<file path="src/svm_defs.svh">
// Constants of the VC section/slot mapper: sizes, counts and tags.
// Assumes inclusion by the mapper module source, the only file that uses these macros.
`ifndef SVM_DEFS_SVH
`define SVM_DEFS_SVH
`define SVM_SEG_OCTETS 12'h92d
`define SVM_DATA_SLOTS 9'h125
`define SVM_LAST_DATA  9'h124
`define SVM_VC4_INIT   4'h5
`define SVM_VC3_INIT   4'h7
`define SVM_SLOT_OCT   4'h8
`define SVM_MAX_IDLE   2'h2
`define SVM_ALIGN_TAG  8'hc3
`define SVM_FIFO_DEPTH 16
`define SVM_OCT_W      9
`endif

</file>
<file path="src/svm_pkg.sv">
// Types of the VC section/slot mapper.
// Assumes the constants header is compiled alongside.
`default_nettype none
package svm_pkg;
  typedef enum logic [1:0] {
    SVM_K_DATA = 2'h0,
    SVM_K_INIT = 2'h1,
    SVM_K_PS   = 2'h2,
    SVM_K_IDLE = 2'h3
  } svm_kind_e;
  typedef struct packed {
    svm_kind_e   kind;
    logic        fs;
    logic [63:0] data;
  } svm_slot_s;
  typedef struct packed {
    logic       sof;
    logic [7:0] d;
  } svm_oct_s;
  typedef enum logic [4:0] {
    SVM_S_WAIT = 5'h01,
    SVM_S_JUST = 5'h02,
    SVM_S_PSI  = 5'h04,
    SVM_S_INIT = 5'h08,
    SVM_S_DATA = 5'h10
  } svm_src_e;
endpackage
`default_nettype wire
</file>
<file path="src/svm_mapper.sv">
// VC-4/VC-4-Xc/VC-3 section to channel slot mapper, source and sink.
// Assumes one clock; octet and slot partners honour valid/ready.
`timescale 1ns/10ps
`default_nettype none
`include "svm_defs.svh"

module svm_fifo #(
  parameter int W = 9,
  parameter int D = 16
) (
  // Clock and reset
  input  wire logic         i_core_clk,
  input  wire logic         i_nrst,
  // Fill side
  input  wire logic [W-1:0] i_data,
  input  wire logic         i_valid,
  output logic              o_ready,
  // Drain side
  output logic [W-1:0]      o_data,
  output logic              o_valid,
  input  wire logic         i_ready
);
  localparam int AW = $clog2(D);
  logic [W-1:0] mem_q [D];
  logic [AW-1:0] wp_q;
  logic [AW-1:0] rp_q;
  logic [AW:0]   cnt_q;
  logic          push;
  logic          pop;

  assign o_ready = (cnt_q != D[AW:0]);
  assign o_valid = (cnt_q != '0);
  assign push    = i_valid && o_ready;
  assign pop     = o_valid && i_ready;
  assign o_data  = mem_q[rp_q];

  always_ff @(posedge i_core_clk)
  begin
    if (push)
    begin
      mem_q[wp_q] <= i_data;
    end
  end

  // Depth is a power of two, so pointers wrap on their own
  always_ff @(posedge i_core_clk)
  begin
    if (!i_nrst)
    begin
      wp_q  <= '0;
      rp_q  <= '0;
      cnt_q <= '0;
    end
    else
    begin
      if (push)
        wp_q <= wp_q + 1'b1;
      if (pop)
        rp_q <= rp_q + 1'b1;
      cnt_q <= cnt_q + {{AW{1'b0}}, push} - {{AW{1'b0}}, pop};
    end
  end
endmodule

module svm_mapper
  import svm_pkg::*;
(
  // Clock and reset
  input  wire logic       i_core_clk,
  input  wire logic       i_nrst,
  // Source octet stream
  input  wire svm_oct_s   i_src_octet,
  input  wire logic       i_src_valid,
  output logic            o_src_ready,
  // Source mode and justification
  input  wire logic       i_src_vc3,
  input  wire logic [3:0] i_src_order,
  input  wire logic [1:0] i_idle_count,
  // Source slot stream and strobes
  output svm_slot_s       o_adapted_slot_data,
  output logic            o_slot_valid,
  input  wire logic       i_slot_ready,
  output logic            o_idle_insert_strobe,
  output logic            o_perf_supervision_insert_strobe,
  output logic            o_frame_start_strobe,
  // Sink slot stream
  input  wire svm_slot_s  i_sink_slot,
  input  wire logic       i_sink_valid,
  output logic            o_sink_ready,
  input  wire logic       i_sink_vc3,
  // Sink octet stream, alignment, segment and lock status
  output logic [7:0]      o_sink_octet,
  output logic            o_sink_octet_valid,
  input  wire logic       i_sink_octet_ready,
  output logic            o_sink_frame_first,
  output logic [23:0]     o_sink_align,
  output logic [3:0]      o_sink_segment,
  output logic            o_sink_locked
);
  function automatic logic [3:0] svm_init_len(input logic vc3);
    return vc3 ? `SVM_VC3_INIT : `SVM_VC4_INIT;
  endfunction

  svm_src_e    st_q;
  svm_oct_s    f_data;
  logic        f_valid;
  logic        f_ready;
  logic [3:0]  cnt_q;
  logic [3:0]  need;
  logic [3:0]  seg_q;
  logic [3:0]  segs_q;
  logic        vc3_q;
  logic [1:0]  idle_q;
  logic [1:0]  ic_q;
  logic [8:0]  dcnt_q;
  logic [63:0] acc_q;
  svm_slot_s   slot_q;
  svm_slot_s   nslot;
  logic        ov_q;
  logic        out_free;
  logic        acc_go;
  logic        restart;
  logic        emit;
  logic        sof_seen;

  // Octets wait here while idle and marker slots go out
  svm_fifo #(.W(`SVM_OCT_W), .D(`SVM_FIFO_DEPTH)) u_fifo (
    .i_core_clk (i_core_clk),
    .i_nrst     (i_nrst),
    .i_data     (i_src_octet),
    .i_valid    (i_src_valid),
    .o_ready    (o_src_ready),
    .o_data     (f_data),
    .o_valid    (f_valid),
    .i_ready    (f_ready)
  );

  assign out_free = !ov_q || i_slot_ready;
  assign sof_seen = (st_q == SVM_S_WAIT) && f_valid && f_data.sof;

  always_comb
  begin
    need    = (st_q == SVM_S_INIT) ? svm_init_len(vc3_q) : `SVM_SLOT_OCT;
    acc_go  = ((st_q == SVM_S_INIT) || (st_q == SVM_S_DATA)) && (cnt_q < need);
    // An unexpected frame start aborts the section and relocks
    restart = acc_go && f_valid && f_data.sof &&
              !((st_q == SVM_S_INIT) && (seg_q == 4'h0) && (cnt_q == 4'h0));
    f_ready = (st_q == SVM_S_WAIT) ? !f_data.sof : (acc_go && !restart);
    emit    = 1'b0;
    nslot   = '0;
    case (st_q)
      SVM_S_JUST:
      begin
        emit       = out_free && (idle_q != 2'h0);
        nslot.kind = SVM_K_IDLE;
      end
      SVM_S_PSI:
      begin
        emit       = out_free;
        nslot.kind = SVM_K_PS;
        nslot.fs   = (seg_q == 4'h0);
      end
      SVM_S_INIT:
      begin
        emit       = out_free && (cnt_q == need);
        nslot.kind = SVM_K_INIT;
        if (vc3_q)
          nslot.data = {`SVM_ALIGN_TAG, acc_q[55:0]};
        else
          nslot.data = {`SVM_ALIGN_TAG, 12'h000, seg_q, acc_q[39:0]};
      end
      SVM_S_DATA:
      begin
        emit       = out_free && (cnt_q == `SVM_SLOT_OCT);
        nslot.kind = SVM_K_DATA;
        nslot.data = acc_q;
      end
      default:
      begin
        emit = 1'b0;
      end
    endcase
  end

  always_ff @(posedge i_core_clk)
  begin
    if (!i_nrst)
      st_q <= SVM_S_WAIT;
    else
    begin
      case (st_q)
        SVM_S_WAIT:
          if (sof_seen)
            st_q <= SVM_S_JUST;
        SVM_S_JUST:
          if (idle_q == 2'h0)
            st_q <= SVM_S_PSI;
        SVM_S_PSI:
          if (emit)
            st_q <= SVM_S_INIT;
        SVM_S_INIT:
          if (restart)
            st_q <= SVM_S_WAIT;
          else if (emit)
            st_q <= SVM_S_DATA;
        SVM_S_DATA:
          if (restart)
            st_q <= SVM_S_WAIT;
          else if (emit && (dcnt_q == `SVM_LAST_DATA))
            st_q <= (seg_q + 4'h1 == segs_q) ? SVM_S_WAIT : SVM_S_PSI;
        default:
          st_q <= SVM_S_WAIT;
      endcase
    end
  end

  // Frame-level settings are frozen at each frame start
  always_ff @(posedge i_core_clk)
  begin
    if (!i_nrst)
    begin
      vc3_q  <= 1'b0;
      segs_q <= 4'h1;
      seg_q  <= 4'h0;
      idle_q <= 2'h0;
    end
    else if (sof_seen)
    begin
      vc3_q  <= i_src_vc3;
      segs_q <= (i_src_vc3 || (i_src_order == 4'h0)) ? 4'h1 : i_src_order;
      seg_q  <= 4'h0;
      idle_q <= (i_idle_count > `SVM_MAX_IDLE) ? `SVM_MAX_IDLE : i_idle_count;
    end
    else
    begin
      if ((st_q == SVM_S_JUST) && emit)
        idle_q <= idle_q - 2'h1;
      if ((st_q == SVM_S_DATA) && emit && (dcnt_q == `SVM_LAST_DATA))
        seg_q <= seg_q + 4'h1;
    end
  end

  always_ff @(posedge i_core_clk)
  begin
    if (!i_nrst)
    begin
      cnt_q  <= 4'h0;
      dcnt_q <= 9'h000;
      acc_q  <= '0;
    end
    else
    begin
      if (restart || emit)
        cnt_q <= 4'h0;
      else if (acc_go && f_valid)
      begin
        cnt_q <= cnt_q + 4'h1;
        acc_q <= {acc_q[55:0], f_data.d};
      end
      if ((st_q == SVM_S_INIT) && emit)
        dcnt_q <= 9'h000;
      else if ((st_q == SVM_S_DATA) && emit)
        dcnt_q <= dcnt_q + 9'h001;
    end
  end

  always_ff @(posedge i_core_clk)
  begin
    if (!i_nrst)
    begin
      slot_q <= '0;
      ov_q   <= 1'b0;
    end
    else if (emit)
    begin
      slot_q <= nslot;
      ov_q   <= 1'b1;
    end
    else if (i_slot_ready)
      ov_q <= 1'b0;
  end

  // Idles handed out since the last frame start, watched below
  always_ff @(posedge i_core_clk)
  begin
    if (!i_nrst || sof_seen)
      ic_q <= 2'h0;
    else if ((st_q == SVM_S_JUST) && emit)
      ic_q <= ic_q + 2'h1;
  end

  assign o_adapted_slot_data = slot_q;
  assign o_slot_valid        = ov_q;
  assign o_idle_insert_strobe = ov_q && (slot_q.kind == SVM_K_IDLE);
  assign o_perf_supervision_insert_strobe = ov_q && (slot_q.kind == SVM_K_PS);
  assign o_frame_start_strobe = ov_q && (slot_q.kind == SVM_K_PS) && slot_q.fs;

  // Sink side
  logic [63:0] sh_q;
  logic [3:0]  rem_q;
  logic        first_q;
  logic        fsp_q;
  logic        lock_q;
  logic        exp_q;
  logic [8:0]  sdcnt_q;
  logic [23:0] align_q;
  logic [3:0]  sseg_q;
  logic        s_acc;
  logic        s_take;
  logic        s_init_ok;
  logic        s_data_ok;

  // One dead cycle per slot; the unpacker takes a slot only when empty
  assign o_sink_ready = (rem_q == 4'h0);
  assign s_acc        = i_sink_valid && o_sink_ready;
  assign s_take       = o_sink_octet_valid && i_sink_octet_ready;
  assign s_init_ok    = s_acc && (i_sink_slot.kind == SVM_K_INIT) && lock_q && exp_q;
  assign s_data_ok    = s_acc && (i_sink_slot.kind == SVM_K_DATA) && lock_q && !exp_q &&
                        (sdcnt_q < `SVM_DATA_SLOTS);

  always_ff @(posedge i_core_clk)
  begin
    if (!i_nrst)
    begin
      lock_q  <= 1'b0;
      exp_q   <= 1'b0;
      fsp_q   <= 1'b0;
      sdcnt_q <= 9'h000;
      align_q <= 24'h000000;
      sseg_q  <= 4'h0;
    end
    else if (s_acc && (i_sink_slot.kind == SVM_K_PS))
    begin
      lock_q <= 1'b1;
      exp_q  <= 1'b1;
      if (i_sink_slot.fs)
      begin
        fsp_q  <= 1'b1;
        sseg_q <= 4'h0;
      end
    end
    else if (s_init_ok)
    begin
      exp_q   <= 1'b0;
      fsp_q   <= 1'b0;
      sdcnt_q <= 9'h000;
      sseg_q  <= fsp_q ? 4'h0 : sseg_q + 4'h1;
      if (i_sink_vc3)
        align_q <= {16'h0000, i_sink_slot.data[63:56]};
      else
        align_q <= i_sink_slot.data[63:40];
    end
    else if (s_data_ok)
      sdcnt_q <= sdcnt_q + 9'h001;
  end

  // Idle slots are accepted and dropped with no count moving
  always_ff @(posedge i_core_clk)
  begin
    if (!i_nrst)
    begin
      sh_q    <= '0;
      rem_q   <= 4'h0;
      first_q <= 1'b0;
    end
    else if (s_init_ok)
    begin
      rem_q   <= svm_init_len(i_sink_vc3);
      first_q <= fsp_q;
      sh_q    <= i_sink_vc3 ? {i_sink_slot.data[55:0], 8'h00}
                            : {i_sink_slot.data[39:0], 24'h000000};
    end
    else if (s_data_ok)
    begin
      rem_q <= `SVM_SLOT_OCT;
      sh_q  <= i_sink_slot.data;
    end
    else if (s_take)
    begin
      rem_q   <= rem_q - 4'h1;
      sh_q    <= {sh_q[55:0], 8'h00};
      first_q <= 1'b0;
    end
  end

  assign o_sink_octet       = sh_q[63:56];
  assign o_sink_octet_valid = (rem_q != 4'h0);
  assign o_sink_frame_first = first_q && o_sink_octet_valid;
  assign o_sink_align       = align_q;
  assign o_sink_segment     = sseg_q;
  assign o_sink_locked      = lock_q;
endmodule
`default_nettype wire

</file>
<file path="config.mk">
export PLATFORM = sky130hd
export DESIGN_NAME = svm_mapper
export DESIGN_NICKNAME = d
export VERILOG_FILES = /design/src/svm_pkg.sv /design/src/svm_mapper.sv
export VERILOG_INCLUDE_DIRS = /design/src /design/src/src
export SDC_FILE = /design/constraint.sdc
export NUM_CORES = 1
export LEC_CHECK = 0
export BUFFER_PORTS_ARGS = -buffer_cell sky130_fd_sc_hd__buf_2
export CORE_MARGIN = 8
export CORE_UTILIZATION = 45
export CTS_BUF_LIST = sky130_fd_sc_hd__clkbuf_2 sky130_fd_sc_hd__clkbuf_4 sky130_fd_sc_hd__clkbuf_8
export DETAILED_ROUTE_END_ITERATION = 12
export GPL_TIMING_DRIVEN = 0
export PLACE_DENSITY = 0.66
export SYNTH_ARGS = -nofsm -noshare
export SYNTH_HDL_FRONTEND = slang
export SYNTH_SLANG_ARGS = --single-unit
</file>
<file path="constraint.sdc">
create_clock -name i_core_clk -period 3.9 [get_ports i_core_clk]
set_input_delay 0.39 -clock i_core_clk [delete_from_list [all_inputs] [get_ports i_core_clk]]
set_output_delay 0.39 -clock i_core_clk [all_outputs]
set_load 0.03 [all_outputs]
</file>
## Yosys cells after proc, flatten, opt, wreduce, memory -nomap -nowiden

Memories as Yosys holds them, arrays and structs flattened. A register that Yosys moved wholly into a read port is not among the register bits.
Cells that the tools add are included.

| operators by class | value |
|---|---|
| add/subtract/negate cells | 11 |
| multiply operators | 0 |
| shifts and indexed selects | 0 |
| divide/modulo/power cells | 0 |
| reductions and logical operators | 66 |
| order comparisons | 3 |
| bitwise logic cells | 3 |
| mux-type cells | 49 |
| equality and inequality tests | 21 |

Operators with widths:

| kind | count |
|---|---|
| 64-bit two-way mux | 4 |
| 64-bit case mux with 2 select lines | 1 |
| 56-bit two-way mux | 1 |
| 4-bit two-way mux | 11 |
| 5-bit two-way mux | 7 |
| 1-bit logical AND | 33 |
| 5-bit case mux with 5 select lines | 1 |
| 24-bit two-way mux | 1 |
| 4-bit by 1-bit adder with 4-bit output, second input constant | 5 |
| 9-bit by 1-bit adder with 9-bit output, second input constant | 2 |
| 9-bit two-way mux | 2 |
| 4-bit logical NOT | 4 |
| 1-bit two-way mux | 13 |
| 2-bit nonzero test | 6 |
| 2-bit two-way mux | 5 |
| 2-bit != test, second input constant | 5 |
| 2-bit AND reduction | 5 |
| 9-bit equality test, second input constant | 1 |
| 9-bit < comparator, second input constant | 1 |
| 4-bit equality test | 2 |
| 2-bit equality test, second input constant | 3 |
| 2-bit case mux with 3 select lines | 1 |
| 2-bit OR reduction | 3 |
| 5-bit by 1-bit adder with 5-bit output | 1 |
| other kinds (25) | 35 |

| word-level totals | value |
|---|---|
| flip-flop bits (word level) | 283 |
| bits in read-only memories | 0 |
| memory bits (writable) | 144 |
| memories kept | 1 |
| logic and storage cells | 178 |
| latch bits | 0 |

Memories:

| memory | depth | width | read ports | clocked after Yosys merged registers in | write ports | line | text |
|---|---|---|---|---|---|---|---|
| u_fifo.mem_q | 16 | 9 | 1 | 1 | 1 | svm_mapper.sv:24 | `logic [W-1:0] mem_q [D];` |

## Depth between registers and ports, before layout

| depth | value |
|---|---|
| depth after elaboration | 13 |
| gate-level depth with buffers | 18 |
| mapped depth without buffers | 17 |

## Hierarchy

Synthesis repeated with hierarchy kept, for this count alone.

| unflattened totals | value |
|---|---|
| cells, all modules | 1798 |
| area, all modules | 18192.4 µm² |

Modules (own cells, without submodules):

| module | times used | sequential area each (µm²) | cells each | area each (µm²) |
|---|---|---|---|---|
| svm_mapper | 1 | 5405.2 | 1466 | 11847.6 |
| svm_fifo | 1 | 4664.5 | 332 | 6344.8 |

## Worst setup path before layout

OpenSTA, ideal clock, no wires.

| timing path | value |
|---|---|
| path kind | flip-flop to flip-flop |
| start point | reg st_q[4] |
| end point | reg u_fifo.cnt_q[4] |
| buffers on the path | 1 |
| arrival time | 3.887 ns |
| cell stages (with the launch flop) | 19 |
| slack | -0.058 ns |
| cells stage by stage | dfxtp_1 -> nor3_2 -> and3b_1 -> buf_6 -> nand2_1 -> ha_1 -> nor2b_1 -> o21a_1 -> o21a_1 -> or3b_1 -> a221oi_2 -> ha_1 -> inv_1 -> ha_1 -> fa_1 -> a21oi_1 -> nor2_1 -> or3_1 -> a21oi_1 |

| between the ends | value |
|---|---|
| longest elaborated chain between the ends | 12 |
| elaborated cells on any way between the ends | 18 |
| classes of those cells | add/sub: 1; order compare: 1; eq/ne: 3; mux: 2; reduce/logical: 11 |

Ends and longest elaborated chain:

| item | line | text |
|---|---|---|
| from (decl) | svm_mapper.sv:104 | `svm_src_e st_q;` |
| from (signal assigned) | svm_mapper.sv:210 | `st_q <= (seg_q + 4'h1 == segs_q) ? SVM_S_WAIT : SVM_S_PSI;` |
| 5-bit by 4-bit equality test with 1-bit output | svm_mapper.sv:143, svm_mapper.sv:144, svm_mapper.sv:147 |  |
| 4-bit two-way mux (no line) | -- |  |
| 4-bit < comparator | svm_mapper.sv:144 | `acc_go = ((st_q == SVM_S_INIT) \|\| (st_q == SVM_S_DATA)) && (cnt_q < need);` |
| 1-bit logical AND | svm_mapper.sv:144 |  |
| 1-bit logical AND (3 in a row) | svm_mapper.sv:146 | `restart = acc_go && f_valid && f_data.sof &&` |
| 1-bit logical NOT | svm_mapper.sv:148 | `f_ready = (st_q == SVM_S_WAIT) ? !f_data.sof : (acc_go && !restart);` |
| 1-bit logical AND | svm_mapper.sv:148 |  |
| 1-bit two-way mux * | svm_mapper.sv:148 |  |
| 1-bit logical AND * | svm_mapper.sv:34 | `assign pop = o_valid && i_ready;` |
| 5-bit by 1-bit subtractor with 5-bit output * | svm_mapper.sv:60 | `cnt_q <= cnt_q + {{AW{1'b0}}, push} - {{AW{1'b0}}, pop};` |
| to (signal assigned) | svm_mapper.sv:60 |  |
| to (decl) | svm_mapper.sv:27 | `logic [AW:0] cnt_q;` |

Every way passes the cells marked *; elsewhere a longest branch is shown, timed or not.
A chain may end at the register's enable or synchronous reset.

## Final worst setup path

| timing path | value |
|---|---|
| start point | reg st_q[1] |
| end point | reg u_fifo.cnt_q[4] |

The elaborated chain is that of the path after synthesis.

==> results.sh <==
export IMPL_outcome="completed"
export IMPL_async_flop_share_pct=0
export IMPL_yosys_warnings=0
export IMPL_synth_edff_count=144
export IMPL_grt_max_degree=17
export IMPL_fin_crit_ns=3.76
export IMPL_final_nets=2158
export IMPL_placed_cells=2482
export IMPL_postSynthAreaPerCell_um2=10.4
export IMPL_track_usage_pct=22.0
export IMPL_ys_seq_area_share_pct=55.3
export IMPL_cts_root_buf="clkbuf_8"
export IMPL_required_ns=4.45
export IMPL_drc=0
export IMPL_port_buffers=199
export IMPL_placed_cell_area_um2=19900
export IMPL_cts_buffers=74
export IMPL_grt_overflow=0
export IMPL_syn_to_final_growth_pct=18.3
export IMPL_post_route_cell_area_um2=21600
export IMPL_syn_inst=1758
export IMPL_setup_tns_ns=0
export IMPL_drt_pre_antenna_iters=5
export IMPL_slowest_stage="or3b_4"
export IMPL_clkTransAtPathRegs_ns=0.06
export IMPL_met2_usage_pct=37.3
export IMPL_io_pins=202
export IMPL_p_leak_nw=7.64
export IMPL_cp_arrival_ns=4.31
export IMPL_drive_gt1_share_pct=24.0
export IMPL_crit_path_end_kind="register"
export IMPL_drt_initial_drc_count=1055
export IMPL_timing_hold_ws_ns=0.0474
export IMPL_critPathMaxStageDelay_ns=0.43
export IMPL_grt_pass1_vias=14700
export IMPL_htreeDepth=3
export IMPL_critPathKind="reg -> reg"
export IMPL_final_common_cell="nand2_1"
export IMPL_cap_viol_max_count=0
export IMPL_path_cells="nor3_4 -> and3b_1 -> buf_6 -> nand2_4 -> ha_4 -> nor2b_1 -> o21a_1 -> o21a_1 -> or3b_4 -> a221oi_4 -> ha_1 -> inv_2 -> ha_4 -> fa_2 -> a21oi_2 -> nor2_1 -> or3_1 -> a21oi_1"
export IMPL_synth_seq_cells=431
export IMPL_fp_dieArea_um2=47200
export IMPL_rows=73
export IMPL_fp_coreArea_um2=39800
export IMPL_fin_ws_ns=0.144
export IMPL_met3_usage_pct=4.36
export IMPL_wl_mm=53.3
export IMPL_top_usage_layer="met2"
export IMPL_worst_path_max_fanout=4
export IMPL_hold_violations=0
export IMPL_antenna_found_initial=1
export IMPL_clock_path_buffers=3
export IMPL_start_util_pct=45.7
export IMPL_cts_tree="done"
export IMPL_drv_slew=0
export IMPL_syn_nets=1875
export IMPL_fmax_mhz=266
export IMPL_gp_congestion=0.921
export IMPL_hpwl_mm=38.9
export IMPL_worst_hold_path_type="in -> reg"
export IMPL_relSlewSlack_pct=15.0
export IMPL_finalCritPeriodShare_pct=96.3
export IMPL_met1_usage_pct=27.3
export IMPL_die_w_um=217
export IMPL_die_y_um=217
export IMPL_ant_nets=0
export IMPL_vias=14500
export IMPL_grt_pass1_wl_mm=82.1
export IMPL_place_ws_ns=-0.327
export IMPL_mostFrequentLayoutCells="nand2_1, dfxtp_1, buf_2, a21oi_1, edfxtp_1"
export IMPL_synth_flop_cell="dfxtp_1"
export IMPL_critPathLaunchType="register"
export IMPL_wl_per_cell_um=20.3
export IMPL_clkSinkCount=431
export IMPL_instances_no_fill=2625
export IMPL_syn_cell_area_um2=18200
export IMPL_synth_distinct_cells=67
export IMPL_tightest_slew_ns=1.27
export IMPL_setup_violations=0
export IMPL_finalClockSkew_ns=0.0276
export IMPL_clk_latency_ns=0.63
export IMPL_vias_per_cell=5.51
export IMPL_ir_drop_mv=0.373
export IMPL_cellPowerDensity_nw_per_um2=546
==> stage by stage <==
step | power (mW) | utilization (%)
finish | 11.8 | 54.1
floorplan | 6.85 | -
global route | 12.3 | 54.1
global placement | 7.53 | 49.9
CTS | 11.8 | 53.8
detailed placement | 7.59 | 50.0
==> Yosys cell counts (9+ instances only) <==
cell type | n | share of area [%]
nand2_1 | 303 | 6.2
dfxtp_1 | 287 | 32
a21oi_1 | 173 | 4.8
edfxtp_1 | 144 | 24
nor2_1 | 105 | 2.2
clkbuf_1 | 101 | 2.1
nand3_1 | 85 | 2.3
o21ai_0 | 70 | 1.9
a21oi_2 | 48 | 2.3
mux4_2 | 42 | 5.2
mux2i_1 | 30 | 1.6
o221ai_1 | 28 | 1.3
mux2_2 | 27 | 1.7
ha_1 | 26 | 1.8
inv_1 | 25 | 0.52
nor3_1 | 24 | 0.66
xnor2_1 | 24 | 1.2
a31oi_1 | 21 | 0.72
nand3b_1 | 19 | 0.78
a22oi_1 | 18 | 0.74
a211oi_1 | 14 | 0.58
xor2_1 | 14 | 0.67
buf_6 | 10 | 0.62
nand4_1 | 9 | 0.31
==> critical path, delay by kind of cell, from the launching register on <==
family                     cells  cell delay (ns)
and+or+nand+nor                7             1.38
adders and majority gates      4             0.93
AOI/OAI and AO/OA              5             0.85
DFF                            1             0.36
buffers and inverters          2             0.15
==> per-layer routing <==
layer  routed length, um  share of wire (%)
met1               22500                 42
met2               26100                 49
met3                3000                5.6
met4                1690                3.2
met5                   0                  0
==> cells by family after synthesis <==
family          share of synthesized area (%)
mux                                      8.51
xor+xnor                                 1.83
buf+inv                                  3.98
flops                                    55.3
compound gates                           13.9
simple gates                             14.6
fa+ha+maj                                1.90
==> registers in the layout, indices dropped and copies added, names as in the netlist, 2 cells and up, named ones only <==
signal               flops
u_fifo.mem_q           144
o_adapted_slot_data     67
acc_q                   64
sh_q                    64
o_sink_align            24
dcnt_q                   9
sdcnt_q                  9
st_q                     5
u_fifo.cnt_q             5
cnt_q                    4
o_sink_segment           4
rem_q                    4
seg_q                    4
segs_q                   4
u_fifo.rp_q              4
u_fifo.wp_q              4
idle_q                   2
==> final timing paths <==
check / start / end / slack (ns) / cells after the start
worst max-delay path: st_q[1]$_SDFFE_PN0P_ / u_fifo.cnt_q[4]$_SDFF_PN0_ / 0.14 / 18
worst min-delay path: i_idle_count[1] / idle_q[1]$_SDFFE_PN0P_ / 0.05 / 3
worst max register to register: st_q[1]$_SDFFE_PN0P_ / u_fifo.cnt_q[4]$_SDFF_PN0_ / 0.14 / 18
worst min register to register: o_adapted_slot_data[60]$_SDFFE_PN0P_ / o_adapted_slot_data[60]$_SDFFE_PN0P_ / 0.45 / 2
==> what timing repair did <==
item | CTS | global route
gates resized for setup | 5 | 11
setup endpoints to repair | 2 | 1
pin swaps | 1 | 7
hold buffers | 1 | 0
endpoints found under the hold margin | 1 | 0
buffers inserted | 1 | 6
==> final cells by class <==
class | instances | area, um2
fillers | 3545 | 18300
flip-flops and latches | 431 | 10100
multi-input cells | 1166 | 7510
clock buffers | 115 | 1400
repair buffers | 207 | 1060
well taps | 525 | 657
plain buffers | 134 | 623
clock inverters | 18 | 125
inverters | 27 | 101
diodes | 2 | 5.00
==> power by group <==
group	switching, mW	total, mW	leakage, nW	internal, mW
Clock	1.83	4.18	0.818	2.35
Combinational	1.49	2.47	3.20	0.971
Sequential	0.186	5.13	3.62	4.95
Total	3.51	11.8	7.64	8.27
Power figures use the tool's default switching activity.
